`config.mk`:
```
export PLATFORM = sky130hd
export DESIGN_NAME = cpu_subset_exec
export DESIGN_NICKNAME = d
export VERILOG_FILES = /design/src/rtl/cpu_subset_pkg.sv /design/src/rtl/file_reg_ram.sv /design/src/rtl/cpu_subset_exec.sv
export VERILOG_INCLUDE_DIRS = /design/src /design/src/rtl
export SDC_FILE = /design/constraint.sdc
export NUM_CORES = 1
export LEC_CHECK = 0
export ABC_AREA = 1
export BUFFER_PORTS_ARGS = -buffer_cell sky130_fd_sc_hd__buf_2
export CELL_PAD_IN_SITES_DETAIL_PLACEMENT = 0
export CELL_PAD_IN_SITES_GLOBAL_PLACEMENT = 1
export CORE_UTILIZATION = 50
export CTS_CLUSTER_DIAMETER = 80
export DETAILED_ROUTE_END_ITERATION = 10
export GPL_ROUTABILITY_DRIVEN = 0
export PLACE_DENSITY_LB_ADDON = 0.1
export SYNTH_ARGS = -nofsm -noshare
export SYNTH_HDL_FRONTEND = slang
export SYNTH_SLANG_ARGS = --single-unit
```
`constraint.sdc`:
```
create_clock -name sys_clk_i -period 10.2 [get_ports sys_clk_i]
set_input_delay 2.55 -clock sys_clk_i [delete_from_list [all_inputs] [get_ports sys_clk_i]]
set_output_delay 2.55 -clock sys_clk_i [all_outputs]
set_load 0.05 [all_outputs]
```
`src/rtl/cpu_subset_map.svh`:
```
// constants of the instruction subset executor: bus map, fields, opcodes
// assumes a 12-bit AXI4-Lite byte address and 16-bit instruction words
// Notes on behaviour
// - clear accumulator: zero it, set null flag
// - dest bit 0 to accumulator, 1 to file
// - or-immediate takes 8-bit value from word
// - or-immediate ORs into accumulator, updates null flag
// - decrement-skip subtracts one, flags untouched
// - zero decrement result: idle slot, two cycles
// - increment-skip adds one, flags untouched, skips on zero
// - increment register adds one, updates null flag
// - jump loads 11 bits, top from latch 4:3
// - jump takes two cycles, no flags touched
`ifndef CPU_SUBSET_MAP_SVH
`define CPU_SUBSET_MAP_SVH
// register byte offsets
`define OFS_INSTR 12'h000
`define OFS_ACC 12'h004
`define OFS_STATUS 12'h008
`define OFS_PC 12'h00C
`define OFS_UTL 12'h010
`define OFS_CYCLES 12'h014
// file register window 0x200..0x3FC, one register per word
`define WIN_TAG_MSB 11
`define WIN_TAG_LSB 9
`define WIN_TAG 3'h1
`define WIN_IDX_MSB 8
`define WIN_IDX_LSB 2
// instruction word fields
`define OPC_MSB 15
`define OPC_LSB 12
`define DEST_BIT 7
`define FADR_MSB 6
`define K8_MSB 7
`define K11_MSB 10
`define UTL_SEL_MSB 4
`define UTL_SEL_LSB 3
// opcodes
`define OPC_IDLE 4'h0
`define OPC_CLRACC 4'h1
`define OPC_DECSKIP 4'h2
`define OPC_INCSKIP 4'h3
`define OPC_JUMP 4'h4
`define OPC_ORIMM 4'h5
`define OPC_INCREG 4'h6
// status register bits
`define ST_NULL_BIT 0
`define ST_BUSY_BIT 1
`define ST_SKIP_BIT 2
// reset values
`define RST_ACC 8'h00
`define RST_PC 13'h0000
`define RST_UTL 7'h00
`define RST_INSTR 16'h0000
`define RST_NULL 1'b0
// bus responses
`define RESP_OKAY 2'h0
`define RESP_DECERR 2'h3
`endif

```
`src/rtl/cpu_subset_pkg.sv`:
```
// types shared by the instruction subset executor
// assumes the map header sits beside it on the include path
package cpu_subset_pkg;
  `include "cpu_subset_map.svh"

  typedef logic [7:0] byte_t;
  typedef logic [12:0] pc_t;

  // execution sequence of one instruction
  typedef enum logic [1:0] {
    EX_IDLE = 2'b00,
    EX_FETCH = 2'b01,
    EX_EXEC = 2'b10,
    EX_SLOT = 2'b11
  } exec_state_t;

  // instruction kinds
  typedef enum logic [3:0] {
    OP_IDLE = `OPC_IDLE,
    OP_CLRACC = `OPC_CLRACC,
    OP_DECSKIP = `OPC_DECSKIP,
    OP_INCSKIP = `OPC_INCSKIP,
    OP_JUMP = `OPC_JUMP,
    OP_ORIMM = `OPC_ORIMM,
    OP_INCREG = `OPC_INCREG
  } opcode_t;

  // bus register selection
  typedef enum logic [2:0] {
    SEL_NONE = 3'h0,
    SEL_INSTR = 3'h1,
    SEL_ACC = 3'h2,
    SEL_STATUS = 3'h3,
    SEL_PC = 3'h4,
    SEL_UTL = 3'h5,
    SEL_CYCLES = 3'h6,
    SEL_FILE = 3'h7
  } reg_sel_t;
endpackage

```
`src/rtl/file_reg_ram.sv`:
```
// file register storage, 128 bytes, one port
// assumes the caller never reads and writes through it in one cycle by intent
`timescale 1ns/1ns
module file_reg_ram (
  input wire logic sys_clk_i,
  input wire logic we_i,
  input wire logic [6:0] addr_i,
  input wire logic [7:0] wdata_i,
  output logic [7:0] rdata_o
);
  logic [7:0] mem_q [0:127]; // contents, not reset: data only

  // write port; read data come out of a register, old value on collision
  always_ff @(posedge sys_clk_i) begin
    if (we_i) begin
      mem_q[addr_i] <= wdata_i;
    end
    rdata_o <= mem_q[addr_i];
  end
endmodule

```
`src/rtl/cpu_subset_exec.sv`:
```
// executor for a subset of an 8-bit core's instructions behind AXI4-Lite
// assumes one clock, synchronous active-low reset, a well-behaved master
//
// Chosen here: the AXI4-Lite interface to the registers and the address map.
`timescale 1ns/1ns
module cpu_subset_exec (
  input wire logic sys_clk_i,
  input wire logic reset_n_i,
  input wire logic [11:0] s_axi_awaddr,
  input wire logic s_axi_awvalid,
  output logic s_axi_awready,
  input wire logic [31:0] s_axi_wdata,
  input wire logic [3:0] s_axi_wstrb,
  input wire logic s_axi_wvalid,
  output logic s_axi_wready,
  output logic [1:0] s_axi_bresp,
  output logic s_axi_bvalid,
  input wire logic s_axi_bready,
  input wire logic [11:0] s_axi_araddr,
  input wire logic s_axi_arvalid,
  output logic s_axi_arready,
  output logic [31:0] s_axi_rdata,
  output logic [1:0] s_axi_rresp,
  output logic s_axi_rvalid,
  input wire logic s_axi_rready,
  output cpu_subset_pkg::byte_t acc_o,
  output logic null_flag_o,
  output cpu_subset_pkg::pc_t pc_o,
  output logic busy_o
);
  import cpu_subset_pkg::*;

  ////////////////////////////////////////////////////////////////////////////
  // functions

  // byte address to register selection
  function automatic reg_sel_t decode(input logic [11:0] a);
    reg_sel_t s;
    s = SEL_NONE;
    if (a[`WIN_TAG_MSB:`WIN_TAG_LSB] == `WIN_TAG) begin
      s = SEL_FILE;
    end else begin
      unique case (a)
        `OFS_INSTR: s = SEL_INSTR;
        `OFS_ACC: s = SEL_ACC;
        `OFS_STATUS: s = SEL_STATUS;
        `OFS_PC: s = SEL_PC;
        `OFS_UTL: s = SEL_UTL;
        `OFS_CYCLES: s = SEL_CYCLES;
        default: s = SEL_NONE;
      endcase
    end
    return s;
  endfunction

  // byte-lane merge of a bus write into a stored word
  function automatic logic [31:0] merge(input logic [31:0] old, input logic [31:0] nw,
                                        input logic [3:0] strb);
    logic [31:0] r;
    r = old;
    for (int i = 0; i < 4; i++) begin
      if (strb[i]) begin
        r[i*8 +: 8] = nw[i*8 +: 8];
      end
    end
    return r;
  endfunction

  ////////////////////////////////////////////////////////////////////////////
  // state

  exec_state_t ex_state_q; // instruction sequence
  exec_state_t ex_state_d;
  logic [15:0] instr_q; // instruction under way or last run
  byte_t acc_q; // accumulator
  logic null_q; // result null flag
  pc_t pc_q; // program counter
  logic [6:0] utl_q; // upper target latch
  logic skip_q; // last instruction skipped the next word; a jump's slot leaves it clear
  logic [31:0] cycles_q; // instruction cycles spent
  logic busy_q; // registered busy
  logic [11:0] aw_addr_q; // captured write address
  logic aw_got_q;
  logic aw_got_d;
  logic [31:0] w_data_q; // captured write data
  logic [3:0] w_strb_q;
  logic w_got_q;
  logic w_got_d;
  logic [11:0] ar_addr_q; // captured read address
  logic ar_got_q;
  logic ar_got_d;
  logic rd_wait_q; // file window read in flight
  logic bvalid_q;
  logic [1:0] bresp_q;
  logic rvalid_q;
  logic [1:0] rresp_q;
  logic [31:0] rdata_q;
  logic awready_q;
  logic wready_q;
  logic arready_q;

  // memory port
  logic mem_we;
  logic [6:0] mem_addr;
  byte_t mem_wdata;
  byte_t mem_rdata;

  ////////////////////////////////////////////////////////////////////////////
  // decode of the instruction under way

  opcode_t op;
  logic dest_file; // result goes back to the file register
  logic [6:0] f_addr;
  byte_t imm8;
  logic [10:0] imm11;
  logic file_op;
  byte_t result;
  logic res_null;
  logic take_slot;
  logic wr_commit;
  logic rd_commit;
  reg_sel_t wr_sel;
  reg_sel_t rd_sel;
  logic [31:0] wr_word;
  logic [31:0] pc_wr_word; // bus write merged into the program counter word

  assign op = opcode_t'(instr_q[`OPC_MSB:`OPC_LSB]);
  assign dest_file = instr_q[`DEST_BIT];
  assign f_addr = instr_q[`FADR_MSB:0];
  assign imm8 = instr_q[`K8_MSB:0];
  assign imm11 = instr_q[`K11_MSB:0];
  assign file_op = (op == OP_DECSKIP) || (op == OP_INCSKIP) || (op == OP_INCREG);

  // result of the arithmetic; 8-bit sums wrap by width
  always_comb begin
    result = 8'h00;
    unique case (op)
      OP_DECSKIP: result = mem_rdata - 8'h01;
      OP_INCSKIP, OP_INCREG: result = mem_rdata + 8'h01;
      OP_ORIMM: result = acc_q | imm8;
      default: result = 8'h00;
    endcase
  end

  assign res_null = (result == 8'h00);
  // an idle slot follows a jump or a skip on a null result
  assign take_slot = (op == OP_JUMP) ||
                     (((op == OP_DECSKIP) || (op == OP_INCSKIP)) && res_null);

  ////////////////////////////////////////////////////////////////////////////
  // bus commit points; the executor owns the memory while busy

  assign wr_sel = decode(aw_addr_q);
  assign rd_sel = decode(ar_addr_q);
  assign wr_commit = aw_got_q && w_got_q && !bvalid_q && (ex_state_q == EX_IDLE);
  // a write wins a same-cycle clash; the read retries next cycle
  assign rd_commit = ar_got_q && !rvalid_q && !rd_wait_q && !wr_commit && (ex_state_q == EX_IDLE);
  assign aw_got_d = aw_got_q ? !wr_commit : (s_axi_awvalid && awready_q);
  assign w_got_d = w_got_q ? !wr_commit : (s_axi_wvalid && wready_q);
  assign ar_got_d = ar_got_q ? !rd_commit : (s_axi_arvalid && arready_q);

  // memory port mux
  always_comb begin
    mem_we = 1'b0;
    mem_addr = f_addr;
    mem_wdata = result;
    if (ex_state_q == EX_EXEC) begin
      mem_we = file_op && dest_file;
    end else if (wr_commit && (wr_sel == SEL_FILE)) begin
      mem_we = w_strb_q[0];
      mem_addr = aw_addr_q[`WIN_IDX_MSB:`WIN_IDX_LSB];
      mem_wdata = w_data_q[7:0];
    end else if (rd_commit) begin
      mem_addr = ar_addr_q[`WIN_IDX_MSB:`WIN_IDX_LSB];
    end
  end

  file_reg_ram u_file (
    .sys_clk_i(sys_clk_i),
    .we_i(mem_we),
    .addr_i(mem_addr),
    .wdata_i(mem_wdata),
    .rdata_o(mem_rdata)
  );

  ////////////////////////////////////////////////////////////////////////////
  // execution sequence

  // fetch reads the operand, exec retires, slot replaces the next instruction
  always_comb begin
    ex_state_d = ex_state_q;
    unique case (ex_state_q)
      EX_IDLE: begin
        if (wr_commit && (wr_sel == SEL_INSTR)) begin
          ex_state_d = EX_FETCH;
        end
      end
      EX_FETCH: ex_state_d = EX_EXEC;
      EX_EXEC: ex_state_d = take_slot ? EX_SLOT : EX_IDLE;
      EX_SLOT: ex_state_d = EX_IDLE;
    endcase
  end

  always_ff @(posedge sys_clk_i) begin
    if (!reset_n_i) begin
      ex_state_q <= EX_IDLE;
      busy_q <= 1'b0;
    end else begin
      ex_state_q <= ex_state_d;
      busy_q <= (ex_state_d != EX_IDLE);
    end
  end

  // instruction register: a write starts execution
  always_ff @(posedge sys_clk_i) begin
    if (!reset_n_i) begin
      instr_q <= `RST_INSTR;
    end else if (wr_commit && (wr_sel == SEL_INSTR)) begin
      instr_q <= wr_word[15:0];
    end
  end

  assign wr_word = merge(32'h00000000, w_data_q, w_strb_q);
  // only the low 13 bits exist; upper lanes of the bus word are dropped on purpose
  assign pc_wr_word = merge({19'h00000, pc_q}, w_data_q, w_strb_q);

  // accumulator: clear, or-immediate, or file result with dest 0
  always_ff @(posedge sys_clk_i) begin
    if (!reset_n_i) begin
      acc_q <= `RST_ACC;
    end else if (ex_state_q == EX_EXEC) begin
      if (op == OP_CLRACC) begin
        acc_q <= 8'h00;
      end else if (op == OP_ORIMM) begin
        acc_q <= result;
      end else if (file_op && !dest_file) begin
        acc_q <= result;
      end
    end else if (wr_commit && (wr_sel == SEL_ACC)) begin
      // only byte lane 0 carries the accumulator
      acc_q <= w_strb_q[0] ? w_data_q[7:0] : acc_q;
    end
  end

  // null flag: skips and jumps leave it alone
  always_ff @(posedge sys_clk_i) begin
    if (!reset_n_i) begin
      null_q <= `RST_NULL;
    end else if (ex_state_q == EX_EXEC) begin
      if (op == OP_CLRACC) begin
        null_q <= 1'b1;
      end else if ((op == OP_ORIMM) || (op == OP_INCREG)) begin
        null_q <= res_null;
      end
    end else if (wr_commit && (wr_sel == SEL_STATUS) && w_strb_q[0]) begin
      null_q <= w_data_q[`ST_NULL_BIT];
    end
  end

  // program counter: advance, load on jump, step past the skipped word
  always_ff @(posedge sys_clk_i) begin
    if (!reset_n_i) begin
      pc_q <= `RST_PC;
    end else if (ex_state_q == EX_EXEC) begin
      if (op == OP_JUMP) begin
        pc_q <= {utl_q[`UTL_SEL_MSB:`UTL_SEL_LSB], imm11};
      end else begin
        pc_q <= pc_q + 13'h0001;
      end
    end else if ((ex_state_q == EX_SLOT) && skip_q) begin
      pc_q <= pc_q + 13'h0001;
    end else if (wr_commit && (wr_sel == SEL_PC)) begin
      pc_q <= pc_wr_word[12:0];
    end
  end

  // upper target latch, software owned
  always_ff @(posedge sys_clk_i) begin
    if (!reset_n_i) begin
      utl_q <= `RST_UTL;
    end else if (wr_commit && (wr_sel == SEL_UTL) && w_strb_q[0]) begin
      utl_q <= w_data_q[6:0];
    end
  end

  // skip marker and cycle count; a slot costs a cycle like any other
  always_ff @(posedge sys_clk_i) begin
    if (!reset_n_i) begin
      skip_q <= 1'b0;
      cycles_q <= 32'h00000000;
    end else begin
      if (ex_state_q == EX_EXEC) begin
        skip_q <= take_slot && (op != OP_JUMP);
      end
      if ((ex_state_q == EX_EXEC) || (ex_state_q == EX_SLOT)) begin
        cycles_q <= cycles_q + 32'h00000001;
      end
    end
  end

  ////////////////////////////////////////////////////////////////////////////
  // AXI4-Lite write channels

  // ready drops once an item is held, so address and data may come in any order
  always_ff @(posedge sys_clk_i) begin
    if (!reset_n_i) begin
      aw_got_q <= 1'b0;
      w_got_q <= 1'b0;
      awready_q <= 1'b0;
      wready_q <= 1'b0;
      aw_addr_q <= 12'h000;
      w_data_q <= 32'h00000000;
      w_strb_q <= 4'h0;
    end else begin
      aw_got_q <= aw_got_d;
      w_got_q <= w_got_d;
      awready_q <= !aw_got_d;
      wready_q <= !w_got_d;
      if (s_axi_awvalid && awready_q) begin
        aw_addr_q <= s_axi_awaddr;
      end
      if (s_axi_wvalid && wready_q) begin
        w_data_q <= s_axi_wdata;
        w_strb_q <= s_axi_wstrb;
      end
    end
  end

  // write response
  always_ff @(posedge sys_clk_i) begin
    if (!reset_n_i) begin
      bvalid_q <= 1'b0;
      bresp_q <= `RESP_OKAY;
    end else if (wr_commit) begin
      bvalid_q <= 1'b1;
      bresp_q <= ((wr_sel == SEL_NONE) || (wr_sel == SEL_CYCLES)) ? `RESP_DECERR : `RESP_OKAY;
    end else if (s_axi_bready) begin
      bvalid_q <= 1'b0;
    end
  end

  ////////////////////////////////////////////////////////////////////////////
  // AXI4-Lite read channels

  always_ff @(posedge sys_clk_i) begin
    if (!reset_n_i) begin
      ar_got_q <= 1'b0;
      arready_q <= 1'b0;
      ar_addr_q <= 12'h000;
    end else begin
      ar_got_q <= ar_got_d;
      arready_q <= !ar_got_d;
      if (s_axi_arvalid && arready_q) begin
        ar_addr_q <= s_axi_araddr;
      end
    end
  end

  // register reads answer at once; the window waits one cycle for the memory
  always_ff @(posedge sys_clk_i) begin
    if (!reset_n_i) begin
      rvalid_q <= 1'b0;
      rresp_q <= `RESP_OKAY;
      rdata_q <= 32'h00000000;
      rd_wait_q <= 1'b0;
    end else if (rd_wait_q) begin
      rd_wait_q <= 1'b0;
      rvalid_q <= 1'b1;
      rresp_q <= `RESP_OKAY;
      rdata_q <= {24'h000000, mem_rdata};
    end else if (rd_commit) begin
      rd_wait_q <= (rd_sel == SEL_FILE);
      rvalid_q <= (rd_sel != SEL_FILE);
      rresp_q <= (rd_sel == SEL_NONE) ? `RESP_DECERR : `RESP_OKAY;
      unique case (rd_sel)
        SEL_INSTR: rdata_q <= {16'h0000, instr_q};
        SEL_ACC: rdata_q <= {24'h000000, acc_q};
        SEL_STATUS: rdata_q <= {29'h00000000, skip_q, busy_q, null_q};
        SEL_PC: rdata_q <= {19'h00000, pc_q};
        SEL_UTL: rdata_q <= {25'h0000000, utl_q};
        SEL_CYCLES: rdata_q <= cycles_q;
        SEL_FILE, SEL_NONE: rdata_q <= 32'h00000000;
      endcase
    end else if (s_axi_rready) begin
      rvalid_q <= 1'b0;
    end
  end

  assign s_axi_awready = awready_q;
  assign s_axi_wready = wready_q;
  assign s_axi_bvalid = bvalid_q;
  assign s_axi_bresp = bresp_q;
  assign s_axi_arready = arready_q;
  assign s_axi_rvalid = rvalid_q;
  assign s_axi_rresp = rresp_q;
  assign s_axi_rdata = rdata_q;
  assign acc_o = acc_q;
  assign null_flag_o = null_q;
  assign pc_o = pc_q;
  assign busy_o = busy_q;

  logic in_exec;
  assign in_exec = (ex_state_q == EX_EXEC);
endmodule

```
---- After elaboration in Yosys (flattened, before gate mapping) ----
Memory sizes are Yosys's and may differ from the RTL's. A register that Yosys moved wholly into a read port is not among the register bits.
Index checks and enable logic that the tools add are counted.
storage, ports and cells
  flip-flop bits (word level) ............. 168
  RAM bits ................................ 1024
  output and inout bits ................... 64
  memories kept ........................... 1
cells by class
  add/subtract/negate cells ............... 4
  equal/unequal tests ..................... 39
  muxes and demuxes ....................... 47
  bitwise logic cells ..................... 3
  reductions and logical operators ........ 62
memories
  memory        words  width  read ports  clocked after memory_dff  write ports  RTL line            text
  u_file.mem_q  128    8      1           1                         1            file_reg_ram.sv:11  logic [7:0] mem_q [0:127];
operators by type and width
  operator                                                           count
  32-bit case mux with 7 select lines                                1
  8-bit two-way mux                                                  12
  13-bit two-way mux                                                 4
  12-bit by 4-bit == test with 1-bit output (second input constant)  4
  12-bit by 5-bit == test with 1-bit output (second input constant)  4
  3-bit case mux with 6 select lines                                 2
  32-bit by 1-bit adder with 32-bit output (second input constant)   1
  12-bit by 3-bit == test with 1-bit output (second input constant)  2
  3-bit == test (second input constant)                              8
  12-bit zero test                                                   2
  8-bit case mux with 3 select lines                                 1
  1-bit logical AND                                                  23
  7-bit two-way mux                                                  3
  1-bit two-way mux                                                  16
  13-bit by 1-bit adder with 13-bit output (second input constant)   1
  3-bit by 1-bit == test with 1-bit output (second input constant)   4
  3-bit by 2-bit == test with 1-bit output (second input constant)   4
  4-bit by 3-bit == test with 1-bit output (second input constant)   3
  2-bit nonzero test                                                 6
  3-bit nonzero test                                                 4
  1-bit zero test                                                    9
  8-bit by 1-bit adder with 8-bit output (second input constant)     1
  4-bit by 2-bit == test with 1-bit output (second input constant)   2
  8-bit zero test                                                    1
  21 further kinds                                                   37

---- Depth between registers and ports, before layout ----
Gate-level depths: netlist (run 1).
  depth after elaboration ................. 9
  depth in mapped cells ................... 24

---- Hierarchy ----
A second synthesis (run 1) with hierarchy kept.
unflattened totals
  cells, all modules ...................... 5614
  area, all modules ....................... 52427.8 µm²
by module, submodules not included
  module           times used  cells each  area each (µm²)  sequential area each (µm²)
  file_reg_ram     1           4402        43975.9          30909.6
  cpu_subset_exec  1           1212        8451.9           3323.2

---- Least setup slack after synthesis (run 1) ----
Ideal clock, no wire load.
  path kind ............................... register -> register
  start point ............................. reg instr_q[14]
  end point ............................... mem u_file.mem_q[0][7] (data pin)
  arrival time ............................ 6863 ps
  data required time ...................... 9003 ps
  slack ................................... 2140 ps
  cell stages (with the launch flop) ...... 15
  path buffers ............................ 0
  clock period less this slack ............ 8060 ps
  cells stage by stage .................... dfxtp_1 -> inv_1 -> nor2_1 -> nand2_1 -> nand2_1 -> inv_1 -> ha_1 -> nand3_1 -> nor2_1 -> nand2_1 -> nand3_1 -> nand2_1 -> nor2_1 -> nor2_1 -> o21ai_0
on the way
  longest elaborated chain between the ends .. 5
  elaborated cells between the ends (all ways) .. 8
  classes of those cells .................. 4 x eq/ne; 3 x mux; 1 x reduce/logical
ends and longest elaborated chain
  element                                                                                                      RTL line                text
  start: declaration                                                                                           cpu_subset_exec.sv:74   logic [15:0] instr_q;
  start signal: assignment                                                                                     cpu_subset_exec.sv:217  instr_q <= `RST_INSTR;
  start signal: assignment                                                                                     cpu_subset_exec.sv:219  instr_q <= wr_word[15:0];
  4-bit by 2-bit == test with 1-bit output / 4-bit by 3-bit == test with 1-bit output (equally long branches)  cpu_subset_exec.sv:137  unique case (op)
  2-bit OR reduction                                                                                           cpu_subset_exec.sv:137
  8-bit case mux with 3 select lines (*)                                                                       cpu_subset_exec.sv:137
  8-bit two-way mux                                                                                            cpu_subset_exec.sv:169  end else if (wr_commit && (wr_sel == SEL_FILE)) begin
  8-bit two-way mux (*)                                                                                        cpu_subset_exec.sv:167  if (ex_state_q == EX_EXEC) begin
  via mem_wdata[7]                                                                                             cpu_subset_exec.sv:105  byte_t mem_wdata;
  end: declaration                                                                                             file_reg_ram.sv:11
The timed path passes the listed nets; every way through them passes the cells marked *.

---- Worst setup path after layout (run 1) ----
  start point ............................. reg rd_wait_q
  end point ............................... reg u_file.rdata_o[6] (read register of u_file.mem_q)
on the way
  longest elaborated chain between the ends .. 7
ends and longest elaborated chain
  element                          RTL line                text
  start: declaration               cpu_subset_exec.sv:92   logic rd_wait_q;
  start signal: assignment         cpu_subset_exec.sv:372  rd_wait_q <= (rd_sel == SEL_FILE);
  1-bit zero test                  cpu_subset_exec.sv:157  assign rd_commit = ar_got_q && !rvalid_q && !rd_wait_q && !wr_commit && (ex_state_q == EX_IDLE);
  1-bit logical AND (3 in series)  cpu_subset_exec.sv:157
  7-bit two-way mux                cpu_subset_exec.sv:173  end else if (rd_commit) begin
  7-bit two-way mux                cpu_subset_exec.sv:169
  7-bit two-way mux                cpu_subset_exec.sv:167
  end: declaration                 file_reg_ram.sv:9       output logic [7:0] rdata_o
Every way passes these cells.
A chain may end at the register's enable or synchronous reset.

==> results.toml, run 1 <==
[synth]
ys_async_sr_fraction = 0
syn-cell-area_um2 = 52000
synth_top_family_by_area = "simple AND/OR/NAND/NOR gates"
yosys_register_bits = 1198
synth_adder_area_share = 0.00120
synthSimpleGateAreaFrac = 0.239
ys.flop_type = "edfxtp_1"
yosysUniqueCellTypes = 53
edff_count_synth = 1024
synth_area_in_compound_gates = 0.0422
synth_mux_area_frac = 0
synthTopCellsByArea = "edfxtp_1 59%, nand2_1 7.0%, dfxtp_1 6.7%, or2_2 4.2%, nor2_1 4.1%"
ys.warnings.count = 0
post_synth_inst_count = 4947
synth_xor_xnor_area_share = 0.00303
postSynthNetCount = 5019
synth_area_leader_cell = "edfxtp_1"
avgSynthCellArea_um2 = 10.5
synth.yosys.seq_area_share = 0.659
synth_largest_type_area_fraction = 0.592

[critical_path]
crit-reg2reg-capture = "u_file.rdata_o[6]$_DFF_P_"
cp-end-kind = "flip-flop"
path_max_fanout = 57
cp.required_ps = 10880
timing.reg2reg.setup_slack_ps = 4990
cpPeakStageDelay_ps = 780
crit_chain = "nor3_2, nand3_2, buf_4, nand2_1, nand3_1, nand2_4, nor2_4, buf_4, buf_4, nand3_1, nand4_1, nand2_1, nand2_1, nor2_1, nor2_1, nor2_1, nand2_1"
critical_path_class = "flip-flop to flip-flop"
buf_inv_on_cp = 3
critical-path-top-cell-by-count = "nand2_1"
setup.worst_path.start = "rd_wait_q$_SDFF_PP0_"
timing.critical_path.max_delay_family = "simple AND/OR/NAND/NOR gates"
worst_r2r_startpoint = "rd_wait_q$_SDFF_PP0_"
worst-r2r-cell-count = 17
cpMaxStageDelayCell = "buf_4"
critPathArrivalTime_ps = 5890
crit_path_start_kind = "flip-flop"

[global_route]
pin_count_of_the_biggest_net_entering_global_routing = 199
number_of_global_route_vias_before_repair = 32668
grt_pass1_wl_mm = 204
antenna_found_initial = 1
global_route.overflow_total = 0
gr_util_all_layers = 0.257

[floorplan]
num_io_pins = 131
die-height_um = 324
fp.dieArea_um2 = 105000
die-width_um = 324
core_um2 = 102000
start_util = 0.507
std_cell_rows = 117

[finish]
finalInstanceArea_um2 = 57800
filler_cell_count = 8798
regArea_um2 = 34200
multi_input_comb_area_um2 = 14900
layout_commonest_cell = "edfxtp_1"
antenna_cell_count = 0
post_route_cells_drive_above_1_share = 0.145
mostFrequentLayoutCells = "1024 x edfxtp_1, 969 x nand2_1, 563 x nor2_1, 437 x inv_1, 392 x nand3_1"
nets = 5084
area_growth_syn_to_layout_pct = 11.2

[sta]
drv_slew = 0
post_route_clock_period_utilization = 0.510
hold_slack_ps = 463
setup_tns_ps = 0
final-setup-viol-count = 0
max_freq_ghz = 0.192
timing.final.crit_period_ps = 5210
clock_skew_ps = 25.3
fin_ws_ps = 4990
maxSlewHeadroom = 0.266
grt_setup_unrepaired = "no"
worstMarginPinSlew_ps = 1090
hold_viol_final = 0

[power]
ir_drop_mv = 0.123
pwr_density_nw_per_um2 = 185
power_mw = 10.7
power.leakage_nw = 21.8

[cts]
tritoncts = "built"
cts_resized = 0
htree_num_levels = 4
cts.hold.buffers_added = 0
cts_inserted_buffers = 133
post_cts_buffers = 0
clock-root-buffer = "clkbuf_16"
clkLatencyLatePin_ps = 750
clock_transition_at_the_registers_of_the_reported_paths_ps = 60
largest_buffer_count_on_any_clock_path = 3
tritoncts_sink_count = 1198

[run]
maxCapViolations = 0

[status]
run_status = "finished, final reports clean"

[drt]
via_per_inst = 5.33
firstDrtPassIters = 6
drc_errors = 0
vias = 34585
number_of_drc_markers_after_the_initial_detailed_route_iteration = 2757
number_of_antenna_violating_nets_in_the_routed_design = 0
detail_route.wl_per_cell_um = 21.0
route.final.wire_length_mm = 136

[worst_hold_path]
hold_start = "s_axi_rdata[14]$_SDFFE_PP0P_"
hold-path-endpoint = "s_axi_rdata[14]$_SDFFE_PP0P_"
worst_hold_path.num_cells = 2
hold_path.class = "flip-flop to flip-flop"

[placed_design]
dp_worst_setup_slack_ps = 5070
place_hpwl_mm = 81.6
post_dp_cell_area_um2 = 53600
io_buffer_count = 112
Yosys cell counts, drive strengths merged, types with 2 or more instances:
master   number
edfxtp     1024
nand2       975
nor2        573
or2         531
inv         444
nand3       395
dfxtp       174
buf         141
nand4       134
o21ai       129
a21oi       116
clkbuf       95
o211ai       69
nor3         45
xor2         18
a31oi        14
nor4         14
a211oi       13
o22ai         7
o221ai        6
ha            5
a22oi         4
o311ai        4
clkinv        3
o2111ai       3
o21a          3
a221oi        2
area by class of cell:
type | count | share of cell area
Timing Repair Buffer | 166 | 0.0171
Clock inverter | 52 | 0.00662
Tap cell | 1368 | 0.0296
Sequential cell | 1198 | 0.592
Multi-Input combinational cell | 3066 | 0.258
Inverter | 447 | 0.0292
Clock buffer | 189 | 0.0668
per-layer routing:
layer  up-vias  track usage  wire (um)
met2       852        0.413      64500
met3       208       0.0348       6480
met1     16715        0.363      61800
li1      16808            -          -
met4         2       0.0791       3220
met5         -            0         13
registers in the layout (all words and copies together), names as in the netlist, 12 cells and up:
signal and flops:
u_file.mem_q 1024, pc_o 13, ar_addr_q 12, aw_addr_q 12, s_axi_rdata 32, w_data_q 16, instr_q 16, cycles_q 32
worst max path at each step:
stage          slack, ps                           end  cells after the start
6_report            4990     u_file.rdata_o[6]$_DFF_P_                     17
2_1_floorplan       2140  u_file.mem_q[0][7]$_DFFE_PP_                     14
4_1_cts             5060     u_file.rdata_o[2]$_DFF_P_                     17
3_3_place_gp        5110     u_file.rdata_o[2]$_DFF_P_                     17
3_5_place_dp        5070     u_file.rdata_o[2]$_DFF_P_                     17
5_1_grt             4720     u_file.rdata_o[4]$_DFF_P_                     17
power by group:
part           switching, mW  internal [mW]
combinational          0.551          0.208
sequential            0.0337           5.28
clock                   1.93           2.72
total                   2.51           8.21
cells by family (layout without fill, tap and decap cells):
| kind of cell | Yosys count | count (layout) |
|---|---|---|
| XOR/XNOR | 18 | 18 |
| buffers and inverters | 683 | 854 |
| adder cells (fa/ha/maj) | 5 | 5 |
| AND/OR/NAND/NOR | 2670 | 2670 |
| AO/OA/AOI/OAI | 373 | 373 |
| flip-flops | 1198 | 1198 |
per-stage QoR:
stage          std cells   util
2_1_floorplan       4947      -
3_3_place_gp        6245  0.523
3_5_place_dp        6245  0.523
4_1_cts             6486  0.564
5_1_grt             6486  0.564
6_report            6486  0.564
worst register-to-register path, cell delays in order, from the launching register on:
cell	delay, ps
dfxtp_1	700
nor3_2	130
nand3_2	100
buf_4	440
nand2_1	130
nand3_1	150
nand2_4	210
nor2_4	710
buf_4	660
buf_4	800
nand3_1	230
nand4_1	230
nand2_1	80
nand2_1	180
nor2_1	120
nor2_1	100
nor2_1	100
nand2_1	100
No activity file was read; power rests on OpenSTA's default activity.
==> run 2, diff against run 1 <==
--- a/config.mk
+++ b/config.mk
@@ -10,7 +10,7 @@
 export BUFFER_PORTS_ARGS = -buffer_cell sky130_fd_sc_hd__buf_2
 export CELL_PAD_IN_SITES_DETAIL_PLACEMENT = 0
 export CELL_PAD_IN_SITES_GLOBAL_PLACEMENT = 1
-export CORE_UTILIZATION = 50
+export CORE_UTILIZATION = 45
 export CTS_CLUSTER_DIAMETER = 80
 export DETAILED_ROUTE_END_ITERATION = 10
 export GPL_ROUTABILITY_DRIVEN = 0
==> constraint.sdc (replaced) <==
create_clock -name sys_clk_i -period 4.3 [get_ports sys_clk_i]
set_input_delay 1.075 -clock sys_clk_i [delete_from_list [all_inputs] [get_ports sys_clk_i]]
set_output_delay 1.075 -clock sys_clk_i [all_outputs]
set_load 0.05 [all_outputs]
==> results.toml, run 2 (synthesized netlist as in run 1, its figures left out) <==
[finish]
antenna_cell_count = 0
nets = 5194
largest_reg_flops = 1024
layout_commonest_cell = "edfxtp_1"
filler_cell_count = 10260
mostFrequentLayoutCells = "1024 x edfxtp_1, 969 x nand2_1, 563 x nor2_1, 437 x inv_1, 392 x nand3_1"
largest_register = "u_file.mem_q"
post_route_cells_drive_above_1_share = 0.161
area_growth_syn_to_layout_pct = 13.6
finalInstanceArea_um2 = 59100

[global_route]
grt_pass1_wl_mm = 207
gr_util_all_layers = 0.239
pin_count_of_the_biggest_net_entering_global_routing = 147
global_route.overflow_total = 0
antenna_found_initial = 1
number_of_global_route_vias_before_repair = 32931

[drt]
number_of_antenna_violating_nets_in_the_routed_design = 0
vias = 34794
route.final.wire_length_mm = 140
firstDrtPassIters = 6
detail_route.wl_per_cell_um = 20.7
number_of_drc_markers_after_the_initial_detailed_route_iteration = 2538
via_per_inst = 5.16
drc_errors = 0

[sta]
maxSlewHeadroom = 0.291
timing.final.crit_period_ps = 3900
max_freq_ghz = 0.256
final-setup-viol-count = 0
clock_skew_ps = 27.8
hold_viol_final = 0
drv_slew = 0
post_route_clock_period_utilization = 0.908
worstMarginPinSlew_ps = 1060
grt_setup_unrepaired = "no"
hold_slack_ps = 461

[power]
switching_share = 0.238
pwr_density_nw_per_um2 = 429
sequential_power_share = 0.497
share_comb_of_total_power = 0.074
ir_drop_mv = 0.386
power_switching_mw = 6.03
power.leakage_nw = 22.4
power_report.internal_total_mw = 19.3
pwr-share-clk = 0.429

[critical_path]
timing.critical_path.max_delay_family = "simple AND/OR/NAND/NOR gates"
crit_chain = "nor2_2, inv_2, nor2_8, nand2_4, o21ai_0, nand2_1, inv_1, nand2_1, nor2_1"
critPathArrivalTime_ps = 4280
buf_inv_on_cp = 2
worst-r2r-cell-count = 9
critical_path_class = "flip-flop to flip-flop"
timing.reg2reg.setup_slack_ps = 400
critical_path.endpoint = "u_file.mem_q[95][3]$_DFFE_PP_"
crit-reg2reg-capture = "u_file.mem_q[95][3]$_DFFE_PP_"
worst_r2r_startpoint = "ex_state_q[1]$_SDFF_PN0_"
crit_path_start_kind = "flip-flop"
cp.depth = 9
cp-end-kind = "flip-flop"
critical-path-top-cell-by-count = "nand2_1"
cp.required_ps = 4670
cpMaxStageDelayCell = "o21ai_0"
setup.worst_path.start = "ex_state_q[1]$_SDFF_PN0_"
cpPeakStageDelay_ps = 810
path_max_fanout = 9

[floorplan]
die-height_um = 342
core_um2 = 114000
num_io_pins = 131
fp.dieArea_um2 = 117000
start_util = 0.455
std_cell_rows = 124
die-width_um = 342

[status]
run_status = "finished, final reports clean"

[worst_hold_path]
hold_path.class = "flip-flop to flip-flop"
hold_start = "s_axi_rdata[14]$_SDFFE_PP0P_"

[placed_design]
post_dp_cell_area_um2 = 54900
io_buffer_count = 112
place_hpwl_mm = 88.0

[cts]
largest_buffer_count_on_any_clock_path = 3
cts.hold.buffers_added = 0
tritoncts_sink_count = 1198
clock-root-buffer = "clkbuf_16"
tritoncts = "built"
htree_num_levels = 4
cts_resized = 0
post_cts_buffers = 0
clkLatencyLatePin_ps = 760
clock_transition_at_the_registers_of_the_reported_paths_ps = 60
cts_inserted_buffers = 134

[run]
maxCapViolations = 0
==> run 2: power groups by stage <==
stage / registers [mW] / logic, mW / clock network, mW
6_report: 12.6 / 1.88 / 10.9
5_1_grt: 12.6 / 2.08 / 11.5
4_1_cts: 12.6 / 1.90 / 11.1
3_5_place_dp: 12.8 / 1.89 / 0
3_3_place_gp: 12.8 / 1.89 / 0
2_1_floorplan: 12.8 / 1.18 / 0
==> run 2: cell type report <==
class                           count  area [um2]  area share
Timing Repair Buffer              275        2180      0.0370
Clock buffer                      168        3610      0.0611
Multi-Input combinational cell   3066       14900       0.253
Tap cell                         1512        1890      0.0320
Sequential cell                  1198       34200       0.580
Inverter                          447        1690      0.0286
Clock inverter                     71         513     0.00869
==> run 2: routing by layer <==
metal,wire (um),track usage,vias up
met2,66200,0.386,736
met1,64800,0.336,16841
met3,5880,0.0338,191
li1,-,-,17026
met4,2870,0.0660,0
met5,0,0,-
==> run 2: worst min-delay path by stage <==
stage | depth (start not counted) | to | slack, ps
floorplan | 2 | w_data_q[8]$_SDFFE_PN0P_ | 440
global placement | 2 | s_axi_rdata[15]$_SDFFE_PP0P_ | 450
detailed placement | 2 | s_axi_rdata[14]$_SDFFE_PP0P_ | 450
CTS | 2 | s_axi_rdata[14]$_SDFFE_PP0P_ | 460
global route | 2 | s_axi_rdata[26]$_SDFFE_PP0P_ | 490
finish | 2 | s_axi_rdata[14]$_SDFFE_PP0P_ | 460
==> run 2: through the flow <==
step,instances,util,TNS [ps],worst slack [ps],power (mW)
floorplan,4947,-,-982530,-1100,14.0
global placement,6498,0.480,0,455,14.7
detailed placement,6498,0.480,0,377,14.7
CTS,6737,0.516,0,367,25.6
global route,6737,0.516,0,204,26.2
finish,6737,0.516,0,397,25.4
==> run 2: tightest hold or removal path: stages (launching register included) <==
cell	delay (ps)
dfxtp_1	310
nand2_1	60
a21oi_1	50
